`src/verilog/eac_pkg.sv`:
```
// constants shared by both ends of the storage access link
package eac_pkg;
	localparam int unsigned ADDR_W = 10;
	localparam int unsigned DATA_W = 8;
	localparam int unsigned STORE_DEPTH = 1024;
	// i/o register offsets on the link
	localparam logic [1:0] IO_CONTROL = 2'h0;
	localparam logic [1:0] IO_DATA = 2'h1;
	localparam logic [1:0] IO_ADDR_LOW = 2'h2;
	localparam logic [1:0] IO_ADDR_HIGH = 2'h3;
	// control register bit positions
	localparam int unsigned CTL_READ_EN = 0;
	localparam int unsigned CTL_STROBE = 1;
	localparam int unsigned CTL_MWE = 2;
	localparam int unsigned CTL_RIE = 3;
	localparam logic [7:0] CTL_RESET = 8'h00;
	// timing
	localparam int unsigned ARM_WINDOW_CYCLES = 4;
	localparam int unsigned WRITE_STALL_CYCLES = 2;
	localparam int unsigned READ_STALL_CYCLES = 4;
	localparam int unsigned CLK_HZ = 250_000_000;
	localparam int unsigned OSC_HZ = 1_000_000;
	localparam int unsigned WRITE_OSC_CYCLES = 8448;
	localparam int unsigned WRITE_TIME_US = 8500;
	localparam int unsigned WRITE_CLK_CYCLES = WRITE_OSC_CYCLES * (CLK_HZ / OSC_HZ);
	// apb register map of the controller
	localparam logic [11:0] APB_CMD = 12'h000;
	localparam logic [11:0] APB_ADDR = 12'h004;
	localparam logic [11:0] APB_WDATA = 12'h008;
	localparam logic [11:0] APB_RDATA = 12'h00c;
	localparam logic [11:0] APB_STATUS = 12'h010;
	localparam logic [11:0] APB_IRQ_STAT = 12'h014;
	localparam logic [11:0] APB_IRQ_MASK = 12'h018;
	localparam logic [11:0] APB_CONFIG = 12'h01c;
	localparam int unsigned CMD_WRITE = 0;
	localparam int unsigned CMD_READ = 1;
	localparam int unsigned IRQ_DONE = 0;
	localparam int unsigned IRQ_READY = 1;
endpackage

```
`src/verilog/eac_io_if.sv`:
```
// link between the cpu-side controller and the storage device
`timescale 1ns/1ns
interface eac_io_if;
	logic io_wr;
	logic io_rd;
	logic [1:0] io_addr;
	logic [7:0] io_wdata;
	logic [7:0] io_rdata;
	logic stall;
	logic ready_irq;
	logic global_ie;
	logic self_program_busy;
	modport device (
		input io_wr, io_rd, io_addr, io_wdata, global_ie, self_program_busy,
		output io_rdata, stall, ready_irq
	);
	modport host (
		output io_wr, io_rd, io_addr, io_wdata, global_ie, self_program_busy,
		input io_rdata, stall, ready_irq
	);
endinterface

```
`src/verilog/eac_host.sv`:
```
// cpu-side controller: apb registers driving the storage link
`timescale 1ns/1ns
module eac_host (
	input wire logic i_clk,
	input wire logic i_rstn,
	input wire logic i_ce,
	input wire logic i_psel,
	input wire logic i_penable,
	input wire logic i_pwrite,
	input wire logic [11:0] i_paddr,
	input wire logic [31:0] i_pwdata,
	output logic [31:0] o_prdata,
	output logic o_pready,
	output logic o_pslverr,
	output logic o_irq,
	input wire logic i_self_program_busy,
	eac_io_if.host io
);
	typedef enum logic [10:0] {
		S_IDLE = 11'h001,
		S_POLL = 11'h002,
		S_CHECK = 11'h004,
		S_ADDR_HI = 11'h008,
		S_ADDR_LO = 11'h010,
		S_DATA = 11'h020,
		S_ARM = 11'h040,
		S_STROBE = 11'h080,
		S_READ_EN = 11'h100,
		S_READ_DATA = 11'h200,
		S_CAPTURE = 11'h400
	} eac_state_type;

	eac_state_type state_q, state_d;
	logic [9:0] addr_q;
	logic [7:0] wdata_q;
	logic [7:0] rdata_q;
	logic op_write_q;
	logic [1:0] stat_q;
	logic [1:0] mask_q;
	logic gie_q;
	logic rie_q;
	logic [31:0] prdata_q;

	wire go = !io.stall && i_ce;
	wire idle = (state_q == S_IDLE);
	wire setup = i_psel && !i_penable;
	wire wr = i_psel && i_penable && i_pwrite && i_ce;
	wire hit = (i_paddr[11:5] == 7'h00) && (i_paddr[1:0] == 2'h0);
	wire cmd_wr = wr && (i_paddr == eac_pkg::APB_CMD) && idle;
	wire start_wr = cmd_wr && i_pwdata[eac_pkg::CMD_WRITE];
	wire start_rd = cmd_wr && !i_pwdata[eac_pkg::CMD_WRITE] && i_pwdata[eac_pkg::CMD_READ];
	wire op_done = go && ((state_q == S_STROBE) || (state_q == S_CAPTURE));
	wire [1:0] stat_set = {io.ready_irq, op_done};
	wire [1:0] stat_clr = (wr && i_paddr == eac_pkg::APB_IRQ_STAT) ? i_pwdata[1:0] : 2'h0;
	wire [7:0] mwe_bit = 8'h01 << eac_pkg::CTL_MWE;
	wire [7:0] strobe_bit = 8'h01 << eac_pkg::CTL_STROBE;
	wire [7:0] read_bit = 8'h01 << eac_pkg::CTL_READ_EN;
	// ready interrupt enable rides along on every control write
	wire [7:0] rie_bit = rie_q ? (8'h01 << eac_pkg::CTL_RIE) : 8'h00;
	wire issue_wr = state_q inside {S_ADDR_HI, S_ADDR_LO, S_DATA, S_ARM, S_STROBE, S_READ_EN};
	wire issue_rd = state_q inside {S_POLL, S_READ_DATA};
	logic [31:0] rd_mux;

	assign io.io_wr = issue_wr && go;
	assign io.io_rd = issue_rd && go;
	assign io.io_addr = (state_q == S_ADDR_HI) ? eac_pkg::IO_ADDR_HIGH
		: (state_q == S_ADDR_LO) ? eac_pkg::IO_ADDR_LOW
		: (state_q inside {S_DATA, S_READ_DATA}) ? eac_pkg::IO_DATA
		: eac_pkg::IO_CONTROL;
	// arm writes the strobe as zero; strobe keeps the arm bit set
	assign io.io_wdata = (state_q == S_ADDR_HI) ? {6'h00, addr_q[9:8]}
		: (state_q == S_ADDR_LO) ? addr_q[7:0]
		: (state_q == S_DATA) ? wdata_q
		: (state_q == S_ARM) ? (mwe_bit | rie_bit)
		: (state_q == S_STROBE) ? (mwe_bit | strobe_bit | rie_bit)
		: (state_q == S_READ_EN) ? (read_bit | rie_bit)
		: 8'h00;
	// device interrupt held off for the whole sequence
	assign io.global_ie = gie_q && idle;
	assign io.self_program_busy = i_self_program_busy;

	assign o_pready = i_ce;
	assign o_pslverr = i_psel && i_penable && !hit;
	assign o_prdata = prdata_q;
	assign o_irq = |(stat_q & mask_q);

	always_comb begin
		rd_mux = 32'h0000_0000;
		unique case (i_paddr)
			eac_pkg::APB_ADDR: rd_mux = {22'h0_0000, addr_q};
			eac_pkg::APB_WDATA: rd_mux = {24'h00_0000, wdata_q};
			eac_pkg::APB_RDATA: rd_mux = {24'h00_0000, rdata_q};
			eac_pkg::APB_STATUS: rd_mux = {30'h000_0000, io.ready_irq, !idle};
			eac_pkg::APB_IRQ_STAT: rd_mux = {30'h000_0000, stat_q};
			eac_pkg::APB_IRQ_MASK: rd_mux = {30'h000_0000, mask_q};
			eac_pkg::APB_CONFIG: rd_mux = {30'h000_0000, rie_q, gie_q};
			default: rd_mux = 32'h0000_0000;
		endcase
	end

	always_comb begin
		state_d = state_q;
		unique case (state_q)
			S_IDLE: if (start_wr || start_rd) state_d = S_POLL;
			S_POLL: if (go) state_d = S_CHECK;
			// wait out a running write and any flash programming
			S_CHECK: if (i_ce) begin
				state_d = (io.io_rdata[eac_pkg::CTL_STROBE] || i_self_program_busy)
					? S_POLL : S_ADDR_HI;
			end
			S_ADDR_HI: if (go) state_d = S_ADDR_LO;
			S_ADDR_LO: if (go) state_d = op_write_q ? S_DATA : S_READ_EN;
			S_DATA: if (go) state_d = S_ARM;
			S_ARM: if (go) state_d = S_STROBE;
			S_STROBE: if (go) state_d = S_IDLE;
			S_READ_EN: if (go) state_d = S_READ_DATA;
			S_READ_DATA: if (go) state_d = S_CAPTURE;
			S_CAPTURE: if (i_ce) state_d = S_IDLE;
			default: state_d = S_IDLE;
		endcase
	end

	always_ff @(posedge i_clk or negedge i_rstn) begin
		if (!i_rstn) begin
			state_q <= S_IDLE;
			op_write_q <= 1'b0;
			rdata_q <= 8'h00;
		end else if (i_ce) begin
			state_q <= state_d;
			if (start_wr || start_rd) op_write_q <= start_wr;
			if (state_q == S_CAPTURE) rdata_q <= io.io_rdata;
		end
	end

	// software registers; address and data locked while busy
	always_ff @(posedge i_clk or negedge i_rstn) begin
		if (!i_rstn) begin
			addr_q <= 10'h000;
			wdata_q <= 8'h00;
			mask_q <= 2'h0;
			gie_q <= 1'b0;
			rie_q <= 1'b0;
		end else if (wr) begin
			if (i_paddr == eac_pkg::APB_ADDR && idle) addr_q <= i_pwdata[9:0];
			if (i_paddr == eac_pkg::APB_WDATA && idle) wdata_q <= i_pwdata[7:0];
			if (i_paddr == eac_pkg::APB_IRQ_MASK) mask_q <= i_pwdata[1:0];
			if (i_paddr == eac_pkg::APB_CONFIG) gie_q <= i_pwdata[0];
			if (i_paddr == eac_pkg::APB_CONFIG) rie_q <= i_pwdata[1];
		end
	end

	// sticky events, set wins over write-one clear
	always_ff @(posedge i_clk or negedge i_rstn) begin
		if (!i_rstn) begin
			stat_q <= 2'h0;
			prdata_q <= 32'h0000_0000;
		end else if (i_ce) begin
			stat_q <= (stat_q & ~stat_clr) | stat_set;
			if (setup) prdata_q <= rd_mux;
		end
	end
endmodule

```
`src/flat_wrapper.sv`:
```
// flat-port wrapper written by rule: the top's interface ports become plain ports
module eac_host_flat 
  (i_clk, i_rstn, i_ce, i_psel, i_penable, i_pwrite, i_paddr, i_pwdata, o_prdata, o_pready, o_pslverr, o_irq, i_self_program_busy, io_io_wr, io_io_rd, io_io_addr, io_io_wdata, io_global_ie, io_self_program_busy, io_io_rdata, io_stall, io_ready_irq);
  eac_io_if io_i ();
  input wire logic i_clk;
  input wire logic i_rstn;
  input wire logic i_ce;
  input wire logic i_psel;
  input wire logic i_penable;
  input wire logic i_pwrite;
  input wire logic [11:0] i_paddr;
  input wire logic [31:0] i_pwdata;
  output logic [31:0] o_prdata;
  output logic o_pready;
  output logic o_pslverr;
  output logic o_irq;
  input wire logic i_self_program_busy;
  output wire logic [$bits(io_i.io_wr)-1:0] io_io_wr;
  output wire logic [$bits(io_i.io_rd)-1:0] io_io_rd;
  output wire logic [$bits(io_i.io_addr)-1:0] io_io_addr;
  output wire logic [$bits(io_i.io_wdata)-1:0] io_io_wdata;
  output wire logic [$bits(io_i.global_ie)-1:0] io_global_ie;
  output wire logic [$bits(io_i.self_program_busy)-1:0] io_self_program_busy;
  input wire logic [$bits(io_i.io_rdata)-1:0] io_io_rdata;
  input wire logic [$bits(io_i.stall)-1:0] io_stall;
  input wire logic [$bits(io_i.ready_irq)-1:0] io_ready_irq;
  assign io_io_wr = io_i.io_wr;
  assign io_io_rd = io_i.io_rd;
  assign io_io_addr = io_i.io_addr;
  assign io_io_wdata = io_i.io_wdata;
  assign io_global_ie = io_i.global_ie;
  assign io_self_program_busy = io_i.self_program_busy;
  assign io_i.io_rdata = io_io_rdata;
  assign io_i.stall = io_stall;
  assign io_i.ready_irq = io_ready_irq;
  eac_host u_core (.i_clk(i_clk), .i_rstn(i_rstn), .i_ce(i_ce), .i_psel(i_psel), .i_penable(i_penable), .i_pwrite(i_pwrite), .i_paddr(i_paddr), .i_pwdata(i_pwdata), .o_prdata(o_prdata), .o_pready(o_pready), .o_pslverr(o_pslverr), .o_irq(o_irq), .i_self_program_busy(i_self_program_busy), .io(io_i));
endmodule
```
`config.mk`:
```
export PLATFORM = sky130hd
export DESIGN_NAME = eac_host_flat
export DESIGN_NICKNAME = d
export VERILOG_FILES = /design/src/verilog/eac_pkg.sv /design/src/verilog/eac_io_if.sv /design/src/verilog/eac_host.sv /design/src/flat_wrapper.sv
export SDC_FILE = /design/constraint.sdc
export NUM_CORES = 1
export LEC_CHECK = 0
export BUFFER_PORTS_ARGS = -buffer_cell sky130_fd_sc_hd__buf_4
export CAP_MARGIN = 30
export CORE_ASPECT_RATIO = 0.7
export CORE_MARGIN = 3
export CORE_UTILIZATION = 37
export CTS_BUF_LIST = sky130_fd_sc_hd__clkbuf_8
export CTS_CLUSTER_DIAMETER = 150
export DETAILED_ROUTE_END_ITERATION = 10
export RECOVER_POWER = 25
export REMOVE_ABC_BUFFERS = 1
export SYNTH_ARGS = -nofsm -noshare
export SYNTH_HDL_FRONTEND = slang
export SYNTH_SLANG_ARGS = --single-unit
```
`constraint.sdc`:
```
create_clock -name i_clk -period 3.75 [get_ports i_clk]
set_clock_uncertainty 0.05 [all_clocks]
set_input_delay 0.75 -clock i_clk [delete_from_list [all_inputs] [get_ports i_clk]]
set_output_delay 0.75 -clock i_clk [all_outputs]
set_load 0.005 [all_outputs]
```
Yosys cells after proc, flatten, opt, wreduce, memory -nomap -nowiden --
Cells that the tools add are included.
Operators by class: multiply operators 0, add/subtract/negate cells 0, eq/ne operators 27, mux-type cells 24, magnitude comparators 0, shift-type cells 0, bitwise gates (word level) 4, reduce and logical (&&, ||, !) cells 42, divide/modulo/power cells 0
Operators with widths (number):
- $pmux W11 S10 | 1
- $mux W11 | 9
- $pmux W10 S7 | 1
- $eq A12 B5 Y1 const B | 4
- $mux W8 | 6
- $eq A12 B4 Y1 const B | 2
- $logic_and A1 B1 Y1 | 19
- $ne A2 B1 Y1 const B | 8
- $reduce_and A2 Y1 | 7
- $eq A12 B3 Y1 const B | 1
- $logic_not A12 Y1 | 1
- $eq A11 B1 Y1 const B | 1
- $eq A11 B10 Y1 const B | 1
- $eq A11 B11 Y1 const B | 1
- $eq A11 B2 Y1 const B | 1
- $eq A11 B3 Y1 const B | 1
- $eq A11 B4 Y1 const B | 1
- $eq A11 B5 Y1 const B | 1
- $eq A11 B6 Y1 const B | 1
- $eq A11 B7 Y1 const B | 1
- $eq A11 B8 Y1 const B | 1
- $eq A11 B9 Y1 const B | 1
- $reduce_and A10 Y1 | 1
- $mux W9 | 1
- other kinds (14) | 25
Word-level totals: logic and storage cells 107, memories 0, output and inout port bits 49, bits in read-only memories 0, bits in writable memories 0, bits in registers 76, bits in latches 0

Longest topological paths before layout --
depth after elaboration 10, mapped depth 8, depth with buffers taken out 5

Least setup slack after synthesis --
Ideal clock, no wire load.
path kind flip-flop to output port, start point register u_core.state_q[0], end point output port io_io_addr[0], path slack 1152 ps, required time 2950 ps, cell stages (with the launch flop) 7, buffers on the path 2, data arrival time 1798 ps, cell sequence dfstp_2 buf_2 or2_2 buf_2 and4b_1 and3_1 or3_2
Between the ends: longest elaborated chain between the ends 5, elaborated cells between the ends (all ways) 8, classes of those cells eq/ne (4); mux (3); reduce/logical (1)
RTL lines:
- start, declared | RTL line eac_host.sv:33 | eac_state_type state_q, state_d;
- start signal, assigned | RTL line eac_host.sv:129 | state_q <= state_d;
- $eq A11 B6 Y1 or $eq A11 B10 Y1 (tied branches) | RTL line eac_host.sv:68 | : (state_q inside {S_DATA, S_READ_DATA}) ? eac_pkg::IO_DATA
- $reduce_bool A2 Y1 | RTL line eac_host.sv:68
- $mux W1 | RTL line eac_host.sv:68
- $mux W2 | RTL line eac_host.sv:67 | : (state_q == S_ADDR_LO) ? eac_pkg::IO_ADDR_LOW
- $mux W2 * | RTL line eac_host.sv:66 | assign io.io_addr = (state_q == S_ADDR_HI) ? eac_pkg::IO_ADDR_HIGH
- end, declared | RTL line flat_wrapper.sv:20 | output wire logic [$bits(io_i.io_addr)-1:0] io_io_addr;
Every way passes the cells marked *; elsewhere a longest branch is shown, timed or not.

Final worst setup path --
start point register u_core.state_q[3], end point output port io_io_wdata[0]
Between the ends: longest elaborated chain between the ends 7, elaborated cells between the ends (all ways) 12, classes of those cells eq/ne (6); mux (6)
RTL lines:
- $eq A11 B9 Y1 | RTL line eac_host.sv:76 | : (state_q == S_READ_EN) ? (read_bit | rie_bit)
- $mux W8 | RTL line eac_host.sv:76
- $mux W8 | RTL line eac_host.sv:75 | : (state_q == S_STROBE) ? (mwe_bit | strobe_bit | rie_bit)
- $mux W8 | RTL line eac_host.sv:74 | : (state_q == S_ARM) ? (mwe_bit | rie_bit)
- $mux W8 | RTL line eac_host.sv:73 | : (state_q == S_DATA) ? wdata_q
- $mux W8 | RTL line eac_host.sv:72 | : (state_q == S_ADDR_LO) ? addr_q[7:0]
- $mux W8 * | RTL line eac_host.sv:71 | assign io.io_wdata = (state_q == S_ADDR_HI) ? {6'h00, addr_q[9:8]}
- end, declared | RTL line flat_wrapper.sv:21 | output wire logic [$bits(io_i.io_wdata)-1:0] io_io_wdata;
Marked as above.

==> impl_results.md <==
- Avg Inst Size Synth: 10.9 µm²
- Post-cts resize count: 0
- Post-Syn Area: 3220 µm²
- Worst hold slack: 456 ps
- Avg Vias per Cell: 5.25
- Clock Path Buffers: 2
- DIE HEIGHT: about 84 µm
- Iteration-0 DRC Markers: 160
- PwrDens: 369 nW/µm²
- #FFs+latches synth: 54
- Seq/Total Area, Yosys: 0.420
- Starting Density: 0.395
- Max_slew headroom: 0.0855
- # DRC: 0
- Die X: 117 µm
- Htree depth: 2
- Top cells by area, synth: dfrtp_1, mux2_2, buf_4
- CP Class: reg2out
- Largest net degree at the start of global routing: 55
- CP Capture Type: primary output
- Final wirelength: 8050 µm
- Post-CTS Hold Buffers: 0
- # Post-CTS Setup Buffers: 0
- Design Area, Final: between 3000 and 4000 µm²
- Detail Placement HPWL: 6050 µm
- Most common cell after layout, fill and taps aside: buf_4
- Post-route ant nets: 0
- CP peak stage delay: 610 ps
- ANT cells: 0
- Crit path max-delay family: simple AND/OR/NAND/NOR gates
- Post-synth EDFFs: 0
- CP max stage cell: or4_1
- Core area: about 8100 µm²
- # Max-Cap Violations: 0
- Crit-path cells: or4_1 -> nor3_1 -> and4_1 -> a221oi_1 -> nand2_1 -> buf_4
- CTS Sinks: 54
- Max-slew violation count: 0
- NumNets Final: 412
- Buf/Inv on CP: 1
- Critical Path Fanout Max: 10
- RSZ-0062 raised after global routing: false
- Post-synth top area share: 0.412
- Final setup TNS: 0 ps
- Async set-reset flop share out of synthesis: 1.00
- GP Congestion: 0.883
- Root Buffer: clkbuf_8
- Worst path arrival time: between 2000 and 3000 ps
- # IOs: 110
- Yosys Warn Count: 0
- Area grow syn2layout: 18.0%
- Critical Path RT: 2950 ps
- Min-Delay Path Class: reg2reg
- Vias in the first global route: 2458
- Clk pin slew, worst setup/hold paths: 100 ps
- Leading area contributor after synthesis: dfrtp_1
- Grt total ovfl: 0
- Die ar.: approximately 9900 µm²
- Ys flop type: dfrtp_1
- Final Setup Violations: 0
- Fraction of layout instances using a drive strength above 1: 0.347
- WL/cell: 17.2 µm
- Most frequent cells in the layout: buf_4, dfrtp_1, mux2_2, conb_1
- Cells after synthesis: 295
- Drt first pass iters: 4
- Netlist cell types: 59
- Leakage: 1.86 nW
- Count of input and output buffers: 65
- First-pass GRT wire length: 13100 µm
- Crit start category: flip-flop
- Vias after detailed routing: between 2000 and 2500
- Row count: 27
- Post-DP Area: 3680 µm²
- All-layer global routing usage: 0.167
- Final Hold Fails: 0
- CTS tree: done
- Total CTS buffers: 5
- Skew-Pair Late Insertion Delay: approximately 310 ps
- Antenna violations before repair: 0
- Max VDD drop: 144 µV
- Fmax: between 0.2 and 0.3 GHz
- Final Cycle Share: 0.908
- Tmin final: 3400 ps
- Outcome: complete, no violations
- Worst-margin pin slew: around 1400 ps
logic make-up after synthesis:
family,synth area share
other,0.00117
AOI/OAI and AO/OA,0.119
muxes,0.162
DFF,0.420
xor gates and xnor gates,0.0163
buffers and inverters,0.0957
and+or+nand+nor,0.185
stage by stage:
step,util,worst slack [ps],power (mW),instances
6_report,0.466,346,1.40,468
5_1_grt,0.466,212,1.48,468
4_1_cts,0.466,360,1.42,468
3_5_place_dp,0.453,716,1.01,460
3_3_place_gp,0.453,714,1.01,460
2_1_floorplan,-,1040,0.885,274
synth_stat cells, types with 3 or more instances:
library cell and count:
buf_6 3, nand4_1 5, mux2_1 11, a21oi_1 3, clkbuf_1 7, nor3_1 11
nor4_2 3, a22o_1 15, and3_1 5, o21ai_0 4, inv_1 7, mux2_2 22
buf_4 25, buf_2 6, a22oi_1 3, nand2_1 11, nand2b_1 3, mux2_4 5
and4_1 3, nor4_1 6, nand3_1 6, nor2b_1 4, dfrtp_1 53, a221o_1 6
mux2i_1 3, nor2_1 15, or3_1 4, xnor2_1 5
worst reg2reg max path, stage by stage (launching register included):
cell,delay [ps]
dfstp_2,630
or2_2,250
and4b_1,270
a211o_1,310
a211oi_2,550
buf_4,290
mux2_2,350
path summary, 6_finish.rpt:
check / endpoint / from / slack [ps] / depth (start not counted)
setup / recovery: io_io_wdata[0] / u_core.state_q[3] / 350 / 6
hold / removal: u_core.o_prdata[0] / u_core.o_prdata[0] / 460 / 2
setup reg to reg: u_core.state_q[9] / u_core.state_q[0] / 940 / 6
hold reg to reg: u_core.o_prdata[0] / u_core.o_prdata[0] / 460 / 2
max in group asynchronous: u_core.addr_q[2] / i_rstn / 2140 / 1
min in group asynchronous: u_core.state_q[1] / i_rstn / 690 / 1
metal layers:
layer | global-route usage | vias up | wire (µm)
met2 | 0.247 | 85 | 3470
met1 | 0.249 | 1208 | 4000
met5 | 0 | - | 0
met3 | 0.0332 | 4 | 525
met4 | 0.0383 | 0 | 49
li1 | - | 1161 | -
final cells by class:
cell class                      instances  area [µm²]
Clock buffer                            5        68.8
Multi-Input combinational cell        213        1640
Fill cell                             797        4350
Timing Repair Buffer                   70         523
Inverter                                7        26.3
Sequential cell                        54        1350
Clock inverter                          3        43.8
Tap cell                              116         145
power by group:
group / internal [mW] / switching, mW / total (mW)
combinational: 0.167 / 0.185 / 0.352
clock: 0.200 / 0.198 / 0.398
sequential: 0.609 / 0.0416 / 0.651
total: 0.977 / 0.424 / 1.40
sequential cells by signal, summed over array words and instances (netlist names):
| signal | cells |
|---|---|
| u_core.addr_q | 10 |
| u_core.wdata_q | 8 |
| u_core.state_q | 11 |
| u_core.gie_q | 1 |
| u_core.rdata_q | 8 |
| u_core.stat_q | 2 |
| u_core.mask_q | 2 |
| u_core.o_prdata | 10 |
| u_core.op_write_q | 1 |
| u_core.rie_q | 1 |
Note: power is estimated with default switching activity, not from simulation.
